$ cat src/csa_regs.svh
// constants of the cell stack alarm logic
// Summary of operation
// - cell select 00 six cells, 01 five, 10 four, 11 three; higher taps ignored
// - negative coefficient mode: thermal alarm when either sense input falls below trip
// - positive coefficient mode: thermal alarm when either sense input rises above trip
// - polarity pin low means negative, high positive; comparison direction follows it
// - a crossing beyond a trip level changes the matching alarm level output
// - each alarm state is also driven on the chain alarm current outputs
// - every enabled cell input is window compared to its trip levels; each temperature input to its one trip
// - shared grouping drives all three outputs alike; separate shows own condition only
// - self-test starts only on a request at the self-test request input
// - enable and test requests enter the bottom device; it reports the whole chain
// - chain role comes from the two end straps and shapes chain behaviour
// - programmable deglitch keeps transient cell excursions from raising alarms
// - straps: 00 middle, lower end only bottom, upper end only top, both standalone
// - deglitch pins: none, 80ms, 625ms, 1.25s, 2.5s, 5s, 10s; 111 reserved
// - chain enable high runs the device, low puts it in standby
// - grouping pin high gives three separate alarms, low one shared alarm
`ifndef CSA_REGS_SVH
`define CSA_REGS_SVH
`define CSA_CLK_HZ 100000000
`define CSA_DG_80_MS 80
`define CSA_DG_625_MS 625
`define CSA_DG_1250_MS 1250
`define CSA_DG_2500_MS 2500
`define CSA_DG_5000_MS 5000
`define CSA_DG_10000_MS 10000
`define CSA_CYC_PER_MS (`CSA_CLK_HZ / 1000)
`define CSA_CELLS 6
`define CSA_TEMPS 2
`define CSA_ST_CYCLES 16
`endif

$ cat src/csa_pkg.sv
// types of the cell stack alarm logic
package csa_pkg;
  typedef enum logic [1:0] {
    CSA_ROLE_MIDDLE,
    CSA_ROLE_BOTTOM,
    CSA_ROLE_TOP,
    CSA_ROLE_SINGLE
  } csa_role_t;
  typedef enum logic [1:0] {
    CSA_ST_IDLE,
    CSA_ST_FORCE,
    CSA_ST_CHECK,
    CSA_ST_REPORT
  } csa_st_t;
  typedef logic [2:0] csa_alarm_t;
endpackage

$ cat src/csa_dg_if.sv
// interface between the alarm logic and one deglitch filter
`timescale 1ns/10ps
interface csa_dg_if;
  logic raw;
  logic filt;
  modport ctl(output raw, input filt);
  modport flt(input raw, output filt);
endinterface

$ cat src/csa_deglitch.sv
// persistence filter for one alarm condition
`timescale 1ns/10ps
module csa_deglitch #(
  parameter int CW = 30
) (
  input wire logic i_clk,
  input wire logic i_arst_n,
  input wire logic [CW-1:0] i_limit,
  csa_dg_if.flt dg
);
  import csa_pkg::*;
  logic [CW-1:0] cnt_q;
  logic filt_q;
  assign dg.filt = filt_q;
  // ---------------------------------------------
  // count persistence
  // ---------------------------------------------
  always_ff @(posedge i_clk or negedge i_arst_n) begin
    if (!i_arst_n) begin
      cnt_q <= '0;
      filt_q <= 1'b0;
    end else if (!dg.raw) begin
      cnt_q <= '0;
      filt_q <= 1'b0;
    end else if (cnt_q >= i_limit) begin
      filt_q <= 1'b1;
    end else begin
      cnt_q <= cnt_q + 1'b1;
    end
  end
endmodule

$ cat src/csa_top.sv
// decision and configuration logic of the cell stack alarm monitor
`timescale 1ns/10ps
`include "csa_regs.svh"
module csa_top #(
  parameter int DG_80_CYC = `CSA_DG_80_MS * `CSA_CYC_PER_MS,
  parameter int DG_625_CYC = `CSA_DG_625_MS * `CSA_CYC_PER_MS,
  parameter int DG_1250_CYC = `CSA_DG_1250_MS * `CSA_CYC_PER_MS,
  parameter int DG_2500_CYC = `CSA_DG_2500_MS * `CSA_CYC_PER_MS,
  parameter int DG_5000_CYC = `CSA_DG_5000_MS * `CSA_CYC_PER_MS,
  parameter int DG_10000_CYC = `CSA_DG_10000_MS * `CSA_CYC_PER_MS,
  parameter int ST_CYC = `CSA_ST_CYCLES
) (
  input wire logic i_clk,
  input wire logic i_arst_n,
  input wire logic i_cell_count_pick_a,
  input wire logic i_cell_count_pick_b,
  input wire logic i_thermistor_polarity_pick,
  input wire logic i_alarm_grouping_pick,
  input wire logic i_glitch_time_pick_a,
  input wire logic i_glitch_time_pick_b,
  input wire logic i_glitch_time_pick_c,
  input wire logic i_chain_lower_end_strap,
  input wire logic i_chain_upper_end_strap,
  input wire logic i_chain_enable_in,
  input wire logic i_selftest_request_in,
  input wire logic [5:0] i_cell_above_high,
  input wire logic [5:0] i_cell_below_low,
  input wire logic [1:0] i_temp_above_trip,
  input wire csa_pkg::csa_alarm_t i_alarm_current_in,
  input wire logic [2:0] i_selftest_seen,
  output logic [2:0] o_selftest_force,
  output csa_pkg::csa_alarm_t o_alarm_level_out,
  output csa_pkg::csa_alarm_t o_alarm_current_out,
  output logic o_chain_enable_out,
  output logic o_selftest_request_out,
  output logic o_active,
  output csa_pkg::csa_role_t o_role
);
  import csa_pkg::*;
  // ---------------------------------------------
  // input synchronisers
  // ---------------------------------------------
  localparam int NS = 31;
  logic [NS-1:0] pin_raw;
  logic [NS-1:0] s1_q;
  logic [NS-1:0] s2_q;
  // every pin, most significant first
  assign pin_raw = {
    i_cell_count_pick_a,
    i_cell_count_pick_b,
    i_thermistor_polarity_pick,
    i_alarm_grouping_pick,
    i_glitch_time_pick_a,
    i_glitch_time_pick_b,
    i_glitch_time_pick_c,
    i_chain_lower_end_strap,
    i_chain_upper_end_strap,
    i_chain_enable_in,
    i_selftest_request_in,
    i_cell_above_high,
    i_cell_below_low,
    i_temp_above_trip,
    i_alarm_current_in,
    i_selftest_seen
  };
  always_ff @(posedge i_clk or negedge i_arst_n) begin
    if (!i_arst_n) begin
      s1_q <= '0;
      s2_q <= '0;
    end else begin
      s1_q <= pin_raw;
      s2_q <= s1_q;
    end
  end
  logic sel_a, sel_b, pol, grp, dga, dgb, dgc, lo_end, hi_end, en, treq;
  logic [5:0] ov_raw, uv_raw;
  logic [1:0] tabove;
  logic [2:0] chain_in, st_seen;
  // only the second stage is read past the synchroniser
  assign sel_a = s2_q[30];
  assign sel_b = s2_q[29];
  assign pol = s2_q[28];
  assign grp = s2_q[27];
  assign dga = s2_q[26];
  assign dgb = s2_q[25];
  assign dgc = s2_q[24];
  assign lo_end = s2_q[23];
  assign hi_end = s2_q[22];
  assign en = s2_q[21];
  assign treq = s2_q[20];
  assign ov_raw = s2_q[19:14];
  assign uv_raw = s2_q[13:8];
  assign tabove = s2_q[7:6];
  assign chain_in = s2_q[5:3];
  assign st_seen = s2_q[2:0];
  // ---------------------------------------------
  // configuration capture
  // ---------------------------------------------
  logic cfg_done_q;
  logic [5:0] cell_en_q;
  logic pol_q, grp_q;
  logic [2:0] dg_sel_q;
  csa_role_t role_q;
  logic [1:0] vld_q;
  // stage two holds real pin levels from the second edge after reset
  always_ff @(posedge i_clk or negedge i_arst_n) begin
    if (!i_arst_n) begin
      vld_q <= 2'h0;
    end else begin
      vld_q <= {vld_q[0], 1'b1};
    end
  end
  always_ff @(posedge i_clk or negedge i_arst_n) begin
    if (!i_arst_n) begin
      cfg_done_q <= 1'b0;
      cell_en_q <= 6'h3F;
      pol_q <= 1'b0;
      grp_q <= 1'b0;
      dg_sel_q <= 3'h0;
      role_q <= CSA_ROLE_SINGLE;
    end else if (!cfg_done_q && vld_q[1]) begin
      cfg_done_q <= 1'b1;
      unique case ({sel_a, sel_b})
        2'b00: cell_en_q <= 6'h3F;
        2'b01: cell_en_q <= 6'h1F;
        2'b10: cell_en_q <= 6'h0F;
        2'b11: cell_en_q <= 6'h07;
      endcase
      pol_q <= pol;
      grp_q <= grp;
      dg_sel_q <= {dga, dgb, dgc};
      unique case ({hi_end, lo_end})
        2'b00: role_q <= CSA_ROLE_MIDDLE;
        2'b01: role_q <= CSA_ROLE_BOTTOM;
        2'b10: role_q <= CSA_ROLE_TOP;
        2'b11: role_q <= CSA_ROLE_SINGLE;
      endcase
    end
  end
  // ---------------------------------------------
  // window comparison
  // ---------------------------------------------
  logic [2:0] cond;
  logic [1:0] thermal;
  assign thermal = pol_q ? tabove : ~tabove;
  assign cond[0] = |(ov_raw & cell_en_q);
  assign cond[1] = |(uv_raw & cell_en_q);
  assign cond[2] = |thermal;
  // ---------------------------------------------
  // deglitch filters
  // ---------------------------------------------
  logic [29:0] dg_limit;
  always_comb begin
    unique case (dg_sel_q)
      3'b000: dg_limit = 30'h0;
      3'b001: dg_limit = 30'(DG_80_CYC);
      3'b010: dg_limit = 30'(DG_625_CYC);
      3'b011: dg_limit = 30'(DG_1250_CYC);
      3'b100: dg_limit = 30'(DG_2500_CYC);
      3'b101: dg_limit = 30'(DG_5000_CYC);
      3'b110: dg_limit = 30'(DG_10000_CYC);
      default: dg_limit = 30'h0;
    endcase
  end
  logic run;
  logic [2:0] filt;
  assign run = cfg_done_q && en;
  for (genvar g = 0; g < 3; g++) begin : g_dg
    csa_dg_if dgi();
    assign dgi.raw = run && cond[g];
    assign filt[g] = dgi.filt;
    csa_deglitch #(.CW(30)) u_dg (
      .i_clk(i_clk),
      .i_arst_n(i_arst_n),
      .i_limit(dg_limit),
      .dg(dgi.flt)
    );
  end
  // ---------------------------------------------
  // self-test sequencer
  // ---------------------------------------------
  csa_st_t st_q;
  logic treq_q;
  logic [7:0] st_cnt_q;
  logic st_pass_q;
  always_ff @(posedge i_clk or negedge i_arst_n) begin
    if (!i_arst_n) begin
      st_q <= CSA_ST_IDLE;
      treq_q <= 1'b0;
      st_cnt_q <= 8'h0;
      st_pass_q <= 1'b0;
    end else begin
      treq_q <= treq;
      unique case (st_q)
        CSA_ST_IDLE: begin
          if (run && treq && !treq_q) begin
            st_q <= CSA_ST_FORCE;
            st_cnt_q <= 8'h0;
          end
        end
        CSA_ST_FORCE: begin
          st_cnt_q <= st_cnt_q + 8'h01;
          if (st_cnt_q == 8'(ST_CYC - 1)) begin
            st_q <= CSA_ST_CHECK;
          end
        end
        CSA_ST_CHECK: begin
          st_pass_q <= &st_seen;
          st_cnt_q <= 8'h0;
          st_q <= CSA_ST_REPORT;
        end
        CSA_ST_REPORT: begin
          st_cnt_q <= st_cnt_q + 8'h01;
          if (st_cnt_q == 8'(ST_CYC - 1) || !run) begin
            st_q <= CSA_ST_IDLE;
          end
        end
      endcase
    end
  end
  // ---------------------------------------------
  // alarm outputs and chain
  // ---------------------------------------------
  csa_alarm_t local_al, from_above, merged;
  // ---------------------------------------------
  // chain role decode
  // ---------------------------------------------
  logic take_chain;
  logic fwd_up;
  always_comb begin
    unique case (role_q)
      CSA_ROLE_MIDDLE: begin
        take_chain = 1'b1;
        fwd_up = 1'b1;
      end
      CSA_ROLE_BOTTOM: begin
        take_chain = 1'b1;
        fwd_up = 1'b1;
      end
      CSA_ROLE_TOP: begin
        take_chain = 1'b0;
        fwd_up = 1'b0;
      end
      CSA_ROLE_SINGLE: begin
        take_chain = 1'b0;
        fwd_up = 1'b0;
      end
    endcase
  end
  // standby clears the chain alarms as well as the local ones
  assign from_above = (take_chain && run) ? chain_in : 3'h0;
  assign local_al = filt | from_above;
  always_comb begin
    if (st_q == CSA_ST_REPORT) begin
      merged = st_pass_q ? 3'h0 : 3'h7;
    end else if (st_q != CSA_ST_IDLE) begin
      merged = 3'h0;
    end else if (grp_q) begin
      merged = local_al;
    end else begin
      merged = {3{|local_al}};
    end
  end
  // ---------------------------------------------
  // output registers
  // ---------------------------------------------
  // alarm levels and chain currents
  always_ff @(posedge i_clk or negedge i_arst_n) begin
    if (!i_arst_n) begin
      o_alarm_level_out <= 3'h0;
      o_alarm_current_out <= 3'h0;
    end else begin
      o_alarm_level_out <= merged;
      o_alarm_current_out <= merged;
    end
  end
  // self-test force
  always_ff @(posedge i_clk or negedge i_arst_n) begin
    if (!i_arst_n) begin
      o_selftest_force <= 3'h0;
    end else begin
      o_selftest_force <= (st_q == CSA_ST_FORCE) ? 3'h7 : 3'h0;
    end
  end
  // requests passed up the chain
  always_ff @(posedge i_clk or negedge i_arst_n) begin
    if (!i_arst_n) begin
      o_chain_enable_out <= 1'b0;
      o_selftest_request_out <= 1'b0;
    end else begin
      o_chain_enable_out <= cfg_done_q && en && fwd_up;
      o_selftest_request_out <= cfg_done_q && treq && fwd_up;
    end
  end
  // status
  always_ff @(posedge i_clk or negedge i_arst_n) begin
    if (!i_arst_n) begin
      o_active <= 1'b0;
      o_role <= CSA_ROLE_SINGLE;
    end else begin
      o_active <= run;
      o_role <= role_q;
    end
  end
endmodule

$ cat config.mk
export PLATFORM = sky130hd
export DESIGN_NAME = csa_top
export DESIGN_NICKNAME = d
export VERILOG_FILES = /design/src/csa_pkg.sv /design/src/csa_dg_if.sv /design/src/csa_deglitch.sv /design/src/csa_top.sv
export VERILOG_INCLUDE_DIRS = /design/src
export SDC_FILE = /design/constraint.sdc
export NUM_CORES = 1
export LEC_CHECK = 0
export ABC_AREA = 1
export BUFFER_PORTS_ARGS = -buffer_cell sky130_fd_sc_hd__buf_4
export CAP_MARGIN = 20
export CORE_MARGIN = 3
export CORE_UTILIZATION = 28
export CTS_CLUSTER_DIAMETER = 100
export CTS_CLUSTER_SIZE = 30
export DETAILED_ROUTE_END_ITERATION = 6
export HOLD_SLACK_MARGIN = 0.1
export PLACE_DENSITY_LB_ADDON = 0.05
export SLEW_MARGIN = 20
export SYNTH_ARGS = -nofsm -noshare
export SYNTH_HDL_FRONTEND = slang
export SYNTH_SLANG_ARGS = --single-unit
$ cat constraint.sdc
create_clock -name i_clk -period 4.6 [get_ports i_clk]
set_clock_uncertainty 0.1 [all_clocks]
set_input_delay 0.46 -clock i_clk [delete_from_list [all_inputs] [get_ports i_clk]]
set_output_delay 0.46 -clock i_clk [all_outputs]
set_load 0.005 [all_outputs]
Yosys cells after proc, flatten, opt, wreduce, memory -nomap -nowiden
Index checks and enable logic that the tools add are counted.
W data, S select, Z words.
{ "word_totals": {"ff_bits": 194, "inputBits": 33, "elab_cells": 121} }
{ "classes": {"n_addsub": 4, "n_lt_le_gt_ge": 3, "n_eq_ne": 28, "n_mux": 29, "bitwise_logic": 4, "reduce_logical": 28} }
{ "ops": {"columns": ["operator", "n"], "rows": [
  ["$mux W30", 6],
  ["$pmux W30 S6", 1],
  ["$add A30 B1 Y30 const B", 3],
  ["$ge A30 B30 Y1", 3],
  ["$pmux W6 S4", 1],
  ["$pmux W8 S3", 1],
  ["$mux W3", 6],
  ["$ne A2 B2 Y1 const B", 9],
  ["$eq A2 B2 Y1 const B", 8],
  ["$pmux W2 S4", 2],
  ["$and A6 B6 Y6", 2],
  ["$reduce_or A6 Y1", 2],
  ["$logic_and A1 B1 Y1", 10],
  ["$eq A3 B3 Y1 const B", 3],
  ["$add A8 B1 Y8 const B", 1],
  ["$eq A2 B1 Y1 const B", 4],
  ["$eq A8 B4 Y1 const B", 1],
  ["$logic_not A2 Y1", 4],
  ["$mux W2", 4],
  ["$mux W8", 1],
  ["$reduce_or A2 Y1", 4],
  ["$eq A3 B2 Y1 const B", 2],
  ["$mux W1", 6],
  ["$reduce_and A3 Y1", 2],
  ["8 further kinds", 10]
]} }

Depth between registers and ports, before layout
{ "depth": {"word_depth": 10, "depth_mapped": 20} }

Cells and area by module
A second synthesis with hierarchy kept.
{ "unflattened": {"hier_cells": 1838, "area_unflattened_um2": 13025.0} }
{ "by_module_without_submodules": {"columns": ["module", "n_inst", "cells_per_inst", "area_per_inst_um2"], "rows": [
  ["csa_deglitch", 3, 511, 3211.8],
  ["csa_top", 1, 305, 3389.5]
]} }

Worst setup path before layout
Ideal clock, no wire load.
{ "synth_path": {"path_type": "reg-to-reg", "start": "reg dg_sel_q[2]", "end": "reg g_dg[1].u_dg.cnt_q[10]", "setup_ps": 119, "t_arrival_ps": 2227, "path_slack_ps": 2154, "path_stages_with_launch": 19, "n_path_buf": 1, "period_less_slack_ps": 2446, "path_cell_list": "dfrtp_1 inv_1 nor2_1 inv_1 nor2_1 inv_1 nand2_1 inv_1 ha_1 nand2_1 nor2_2 nand2_1 nor2_1 nand3_1 nor2_1 nor2_1 buf_2 nand4_1 nand2_1"} }
{ "synth_via": {"elab_chain_len": 4} }
{ "synth_lines": {"columns": ["element", "line", "source"], "rows": [
  ["from (decl)", "csa_top.sv:102", "logic [2:0] dg_sel_q;"],
  ["from (signal assigned)", "csa_top.sv:131", "dg_sel_q <= {dga, dgb, dgc};"],
  ["$eq A3 B3 Y1 (tied with other cells)", "csa_top.sv:154", "unique case (dg_sel_q)"],
  ["$pmux W30 S6 (*)", "csa_top.sv:154", null],
  ["$ge A30 B30 Y1 (*)", "csa_deglitch.sv:25", "end else if (cnt_q >= i_limit) begin"],
  ["$ne A2 B2 Y1 (no line) (*)", null, null],
  ["to (signal assigned)", "csa_deglitch.sv:28", "cnt_q <= cnt_q + 1'b1;"],
  ["to (decl)", "csa_deglitch.sv:12", "logic [CW-1:0] cnt_q;"]
]} }
Mark *: on every way between the ends. The rest lies on a longest branch, timed or not.
A chain may end at the register's enable or synchronous reset.

Final worst setup path
{ "layout_path": {"start": "reg dg_sel_q[1]", "end": "reg g_dg[0].u_dg.cnt_q[26]"} }
{ "layout_via": {"elab_chain_len": 4} }
{ "layout_lines": {"columns": ["element", "line"], "rows": [
  ["$eq A3 B3 Y1 (tied with other cells)", "csa_top.sv:154"],
  ["$pmux W30 S6 (*)", "csa_top.sv:154"],
  ["$ge A30 B30 Y1 (*)", "csa_deglitch.sv:25"],
  ["$ne A2 B2 Y1 (no line) (*)", null],
  ["to (signal assigned)", "csa_deglitch.sv:28"],
  ["to (decl)", "csa_deglitch.sv:12"]
]} }
Marks and branches as above.

==> metrics.md <==
| Metric | Value |
|---|---|
| Setup TNS Final | 0 ns |
| Router iterations before antenna repair | 5 |
| Worst reg2reg endpoint | g_dg[0].u_dg.cnt_q[26]$_DFFE_PN0P_ |
| Top cells by area, synth | dfrtp_1 (37%), nand2_1 (16%), ha_1 (8.8%), inv_1 (6.7%), nand3_1 (6.6%) |
| Routed via count | 10,600 |
| Post-synth top area share | 0.373 |
| # IOs | 47 |
| Initial Utilization | 0.288 |
| Post-DR wirelength/cell | 15.7 µm |
| Slew Limit Fails | 0 |
| Sequential area share after synthesis | 0.388 |
| Worst-path clk slew | 0.09 ns |
| Max Clock Freq | 267 MHz |
| Power Density | 296 nW/µm² |
| CP endpoint kind | flip-flop |
| Outcome | completed |
| Top delay family on crit path | simple AND/OR/NAND/NOR gates |
| Buf/Inv on CP | 5 |
| Post-DRT Antenna Nets | 0 |
| Hold WC Path Type | flip-flop to flip-flop |
| Leading cell type in the layout, fill and taps excluded | nand2_1 |
| Most used cell, CP | nor2_1 |
| Hpwl dp | 26,800 µm |
| Avg Cell Area, Syn | 7.29 µm² |
| Syn. warnings | 0 |
| Endpoint, Worst Hold | s2_q[4]$_DFF_PN0_ |
| Most frequent cells in the layout | nand2_1 (507), inv_1 (218), nor2_1 (198), dfrtp_1 (182), nand3_1 (161) |
| GR Util All Layers | 0.165 |
| Share of cells above drive strength 1 | 0.0825 |
| Vias per Instance | 4.54 |
| Mapped Nets | 1,795 |
| Worst Setup Start Kind | flip-flop |
| Chip Height | 215 µm |
| Nets | 1,852 |
| Die area | 46,200 µm² |
| CTS tree | yes |
| Largest net degree at the start of global routing | 87 |
| Drt total wl | 36,600 µm |
| Worst slew margin | 0.356 |
| CP max stage delay | 0.63 ns |
| Latest clock arrival within the worst-skew pair | 0.47 ns |
| Minimum clock period | 3.75 ns |
| LEAKAGE | 7.22 nW |
| Total power | 4.16 mW |
| Post-CTS setup repair buffer count | 0 |
| Antenna violations before repair | 0 |
| RSZ-0062 raised after global routing | no |
| # setup viols final | 0 |
| Hold Fails Final Rpt | 0 |
| CP max FO | 17 |
| Cell row count | 75 |
| GRT overflow | 0 |
| Hold path cells | 0 |
| Tcrit/Tclk final | 0.816 |
| Clk sinks | 189 |
| Slew at the pin with the worst max-slew slack | 0.964 ns |
| Worst path arrival time | 4.06 ns |
| Critical path class | flip-flop to flip-flop |
| Die X | 215 µm |
| Hold_sp | s1_q[4]$_DFF_PN0_ |
| Critical Path RT | 4.91 ns |
| Port buffer count | 46 |
| Core area | 42,500 µm² |
| Post-synth top area cell | dfrtp_1 |
| CTS Buffer Depth | 2 |
| Slowest cell on the critical path | nor2_2 |
| Post-synthesis cell count | 1,676 |
| Area delta synth->final | 14.9% |
| Synthesized area | 12,200 µm² |
| Synthesis-stage register bit count | 189 |
| Clk root buf | clkbuf_16 |
| Peak supply drop | 234 µV |
| # fillers | 4,549 |
| Max-cap viol count | 0 |
| Placer congestion estimate | 0.859 |
| Vias in the first global route | 10,400 |
| Worst reg2reg setup slack | 0.85 ns |
| First-pass GRT wire length | 59,600 µm |
| Iteration-0 DRC Markers | 633 |
| DRC errors left | 0 |
| Reg2reg path depth | 18 |
| Num CTS Buffers | 17 |
| Worst r2r src | dg_sel_q[1]$_DFFE_PN0P_ |
| Ant. Diodes | 0 |
| Post-synthesis cell type count | 41 |
| H-tree depth | 4 |
| Critical path, cell by cell | inv_1 -> nor2_1 -> inv_1 -> nor2_1 -> inv_1 -> nand2_1 -> inv_1 -> ha_1 -> nand2_1 -> nor2_1 -> nand2_1 -> nand3_1 -> nor2_1 -> nor2_1 -> nor2_2 -> buf_4 -> nand4_1 -> nand2_1 |
[final cells by class]
type                    instances  area (µm²)  area share
inverters                     221         830      0.0591
flip-flops and latches        189        4740       0.337
well taps                     577         722      0.0514
multi-input cells            1213        6330       0.451
repair buffers                 91         769      0.0548
clock buffers                  17         425      0.0303
clock inverters                15         231      0.0165
[kinds of logic after synthesis]
logic type,synth area share
simple gates,0.367
buf+inv,0.0964
flops,0.388
fa+ha+maj,0.0880
compound gates,0.0275
xor+xnor,0.0330
other cells,0.000307
[timing repair]
item,in CTS,in global routing
gates resized for setup,0,0
endpoints found under the hold margin,113,0
hold buffers,32,0
[sequential cells by signal (all words and copies together), names as in the netlist]
register / cells
g_dg.u_dg.cnt_q: 90
dg_sel_q: 3
o_chain_enable_out: 1
grp_q: 1
o_alarm_current_out: 3
g_dg.u_dg.dg.filt: 3
o_selftest_request_out: 1
st_q: 2
treq_q: 1
role_q: 2
s1_q: 31
o_selftest_force: 1
pol_q: 1
cfg_done_q: 1
cell_en_q: 3
vld_q: 2
st_pass_q: 1
st_cnt_q: 8
s2_q: 31
o_active: 1
o_role: 2
[worst reg2reg max path, delay by kind of cell, from the launching register on]
| family | cells | cell delay, ns |
|---|---|---|
| adders and majority gates | 1 | 0.30 |
| buffers and inverters | 5 | 0.79 |
| DFF | 1 | 0.37 |
| and+or+nand+nor | 12 | 2.14 |
[metal layers]
| metal | global-route usage | wire length [µm] |
|---|---|---|
| met5 | 0 | 0 |
| met4 | 0.0384 | 536 |
| met3 | 0.0278 | 912 |
| met2 | 0.252 | 16000 |
| met1 | 0.242 | 19100 |
[synth_stat cells]
| master | number |
|---|---|
| a211oi_2 | 1 |
| a21o_1 | 6 |
| a21oi_1 | 25 |
| a22o_1 | 1 |
| a31oi_1 | 1 |
| a41oi_2 | 1 |
| and2_1 | 1 |
| buf_1 | 3 |
| buf_2 | 15 |
| buf_4 | 13 |
| buf_6 | 10 |
| clkbuf_1 | 10 |
| clkbuf_4 | 2 |
| clkinv_1 | 1 |
| conb_1 | 1 |
| dfrtp_1 | 182 |
| dfstp_2 | 7 |
| ha_1 | 86 |
| inv_1 | 218 |
| inv_2 | 2 |
| nand2_1 | 507 |
| nand2_2 | 10 |
| nand2_4 | 1 |
| nand3_1 | 161 |
| nand3_2 | 4 |
| nand3_4 | 2 |
| nand3b_1 | 1 |
| nand4_1 | 100 |
| nor2_1 | 199 |
| nor2_2 | 14 |
| nor2_4 | 6 |
| nor3_1 | 9 |
| nor3_2 | 2 |
| nor4_1 | 1 |
| o211ai_1 | 1 |
| o21ai_0 | 16 |
| o21ai_1 | 7 |
| or2_1 | 1 |
| or2_2 | 2 |
| xnor2_1 | 13 |
| xor2_1 | 33 |
[stage by stage]
| step | cells | hold WS [ns] | setup slack [ns] | util | cell area, µm² |
|---|---|---|---|---|---|
| finish | 2323 | 0.250 | 0.848 | 0.330 | 14000 |
| CTS | 2323 | 0.251 | 0.878 | 0.330 | 14000 |
| global route | 2323 | 0.256 | 0.490 | 0.330 | 14000 |
| global placement | 2259 | 0.233 | 0.925 | 0.307 | 13100 |
| detailed placement | 2259 | 0.235 | 0.903 | 0.307 | 13100 |
| floorplan | 1676 | 0.0644 | 2.15 | - | 12200 |
[report_power, final]
group | leakage (nW) | switching [mW] | internal [mW]
Sequential | 2.43 | 0.0609 | 1.75
Clock | 0.310 | 0.827 | 0.806
Combinational | 4.48 | 0.469 | 0.250
[worst max path at each step]
stage,endpoint,startpoint,cells past startpoint,slack (ns)
6_report,g_dg[0].u_dg.cnt_q[26]$_DFFE_PN0P_,dg_sel_q[1]$_DFFE_PN0P_,18,0.85
5_1_grt,g_dg[0].u_dg.cnt_q[3]$_DFFE_PN0P_,dg_sel_q[1]$_DFFE_PN0P_,18,0.49
4_1_cts,g_dg[0].u_dg.cnt_q[26]$_DFFE_PN0P_,dg_sel_q[1]$_DFFE_PN0P_,18,0.88
3_5_place_dp,g_dg[0].u_dg.cnt_q[26]$_DFFE_PN0P_,dg_sel_q[1]$_DFFE_PN0P_,18,0.90
3_3_place_gp,g_dg[0].u_dg.cnt_q[18]$_DFFE_PN0P_,dg_sel_q[2]$_DFFE_PN0P_,15,0.92
2_1_floorplan,g_dg[1].u_dg.cnt_q[10]$_DFFE_PN0P_,dg_sel_q[2]$_DFFE_PN0P_,18,2.15
Power figures use the tool's default switching activity.
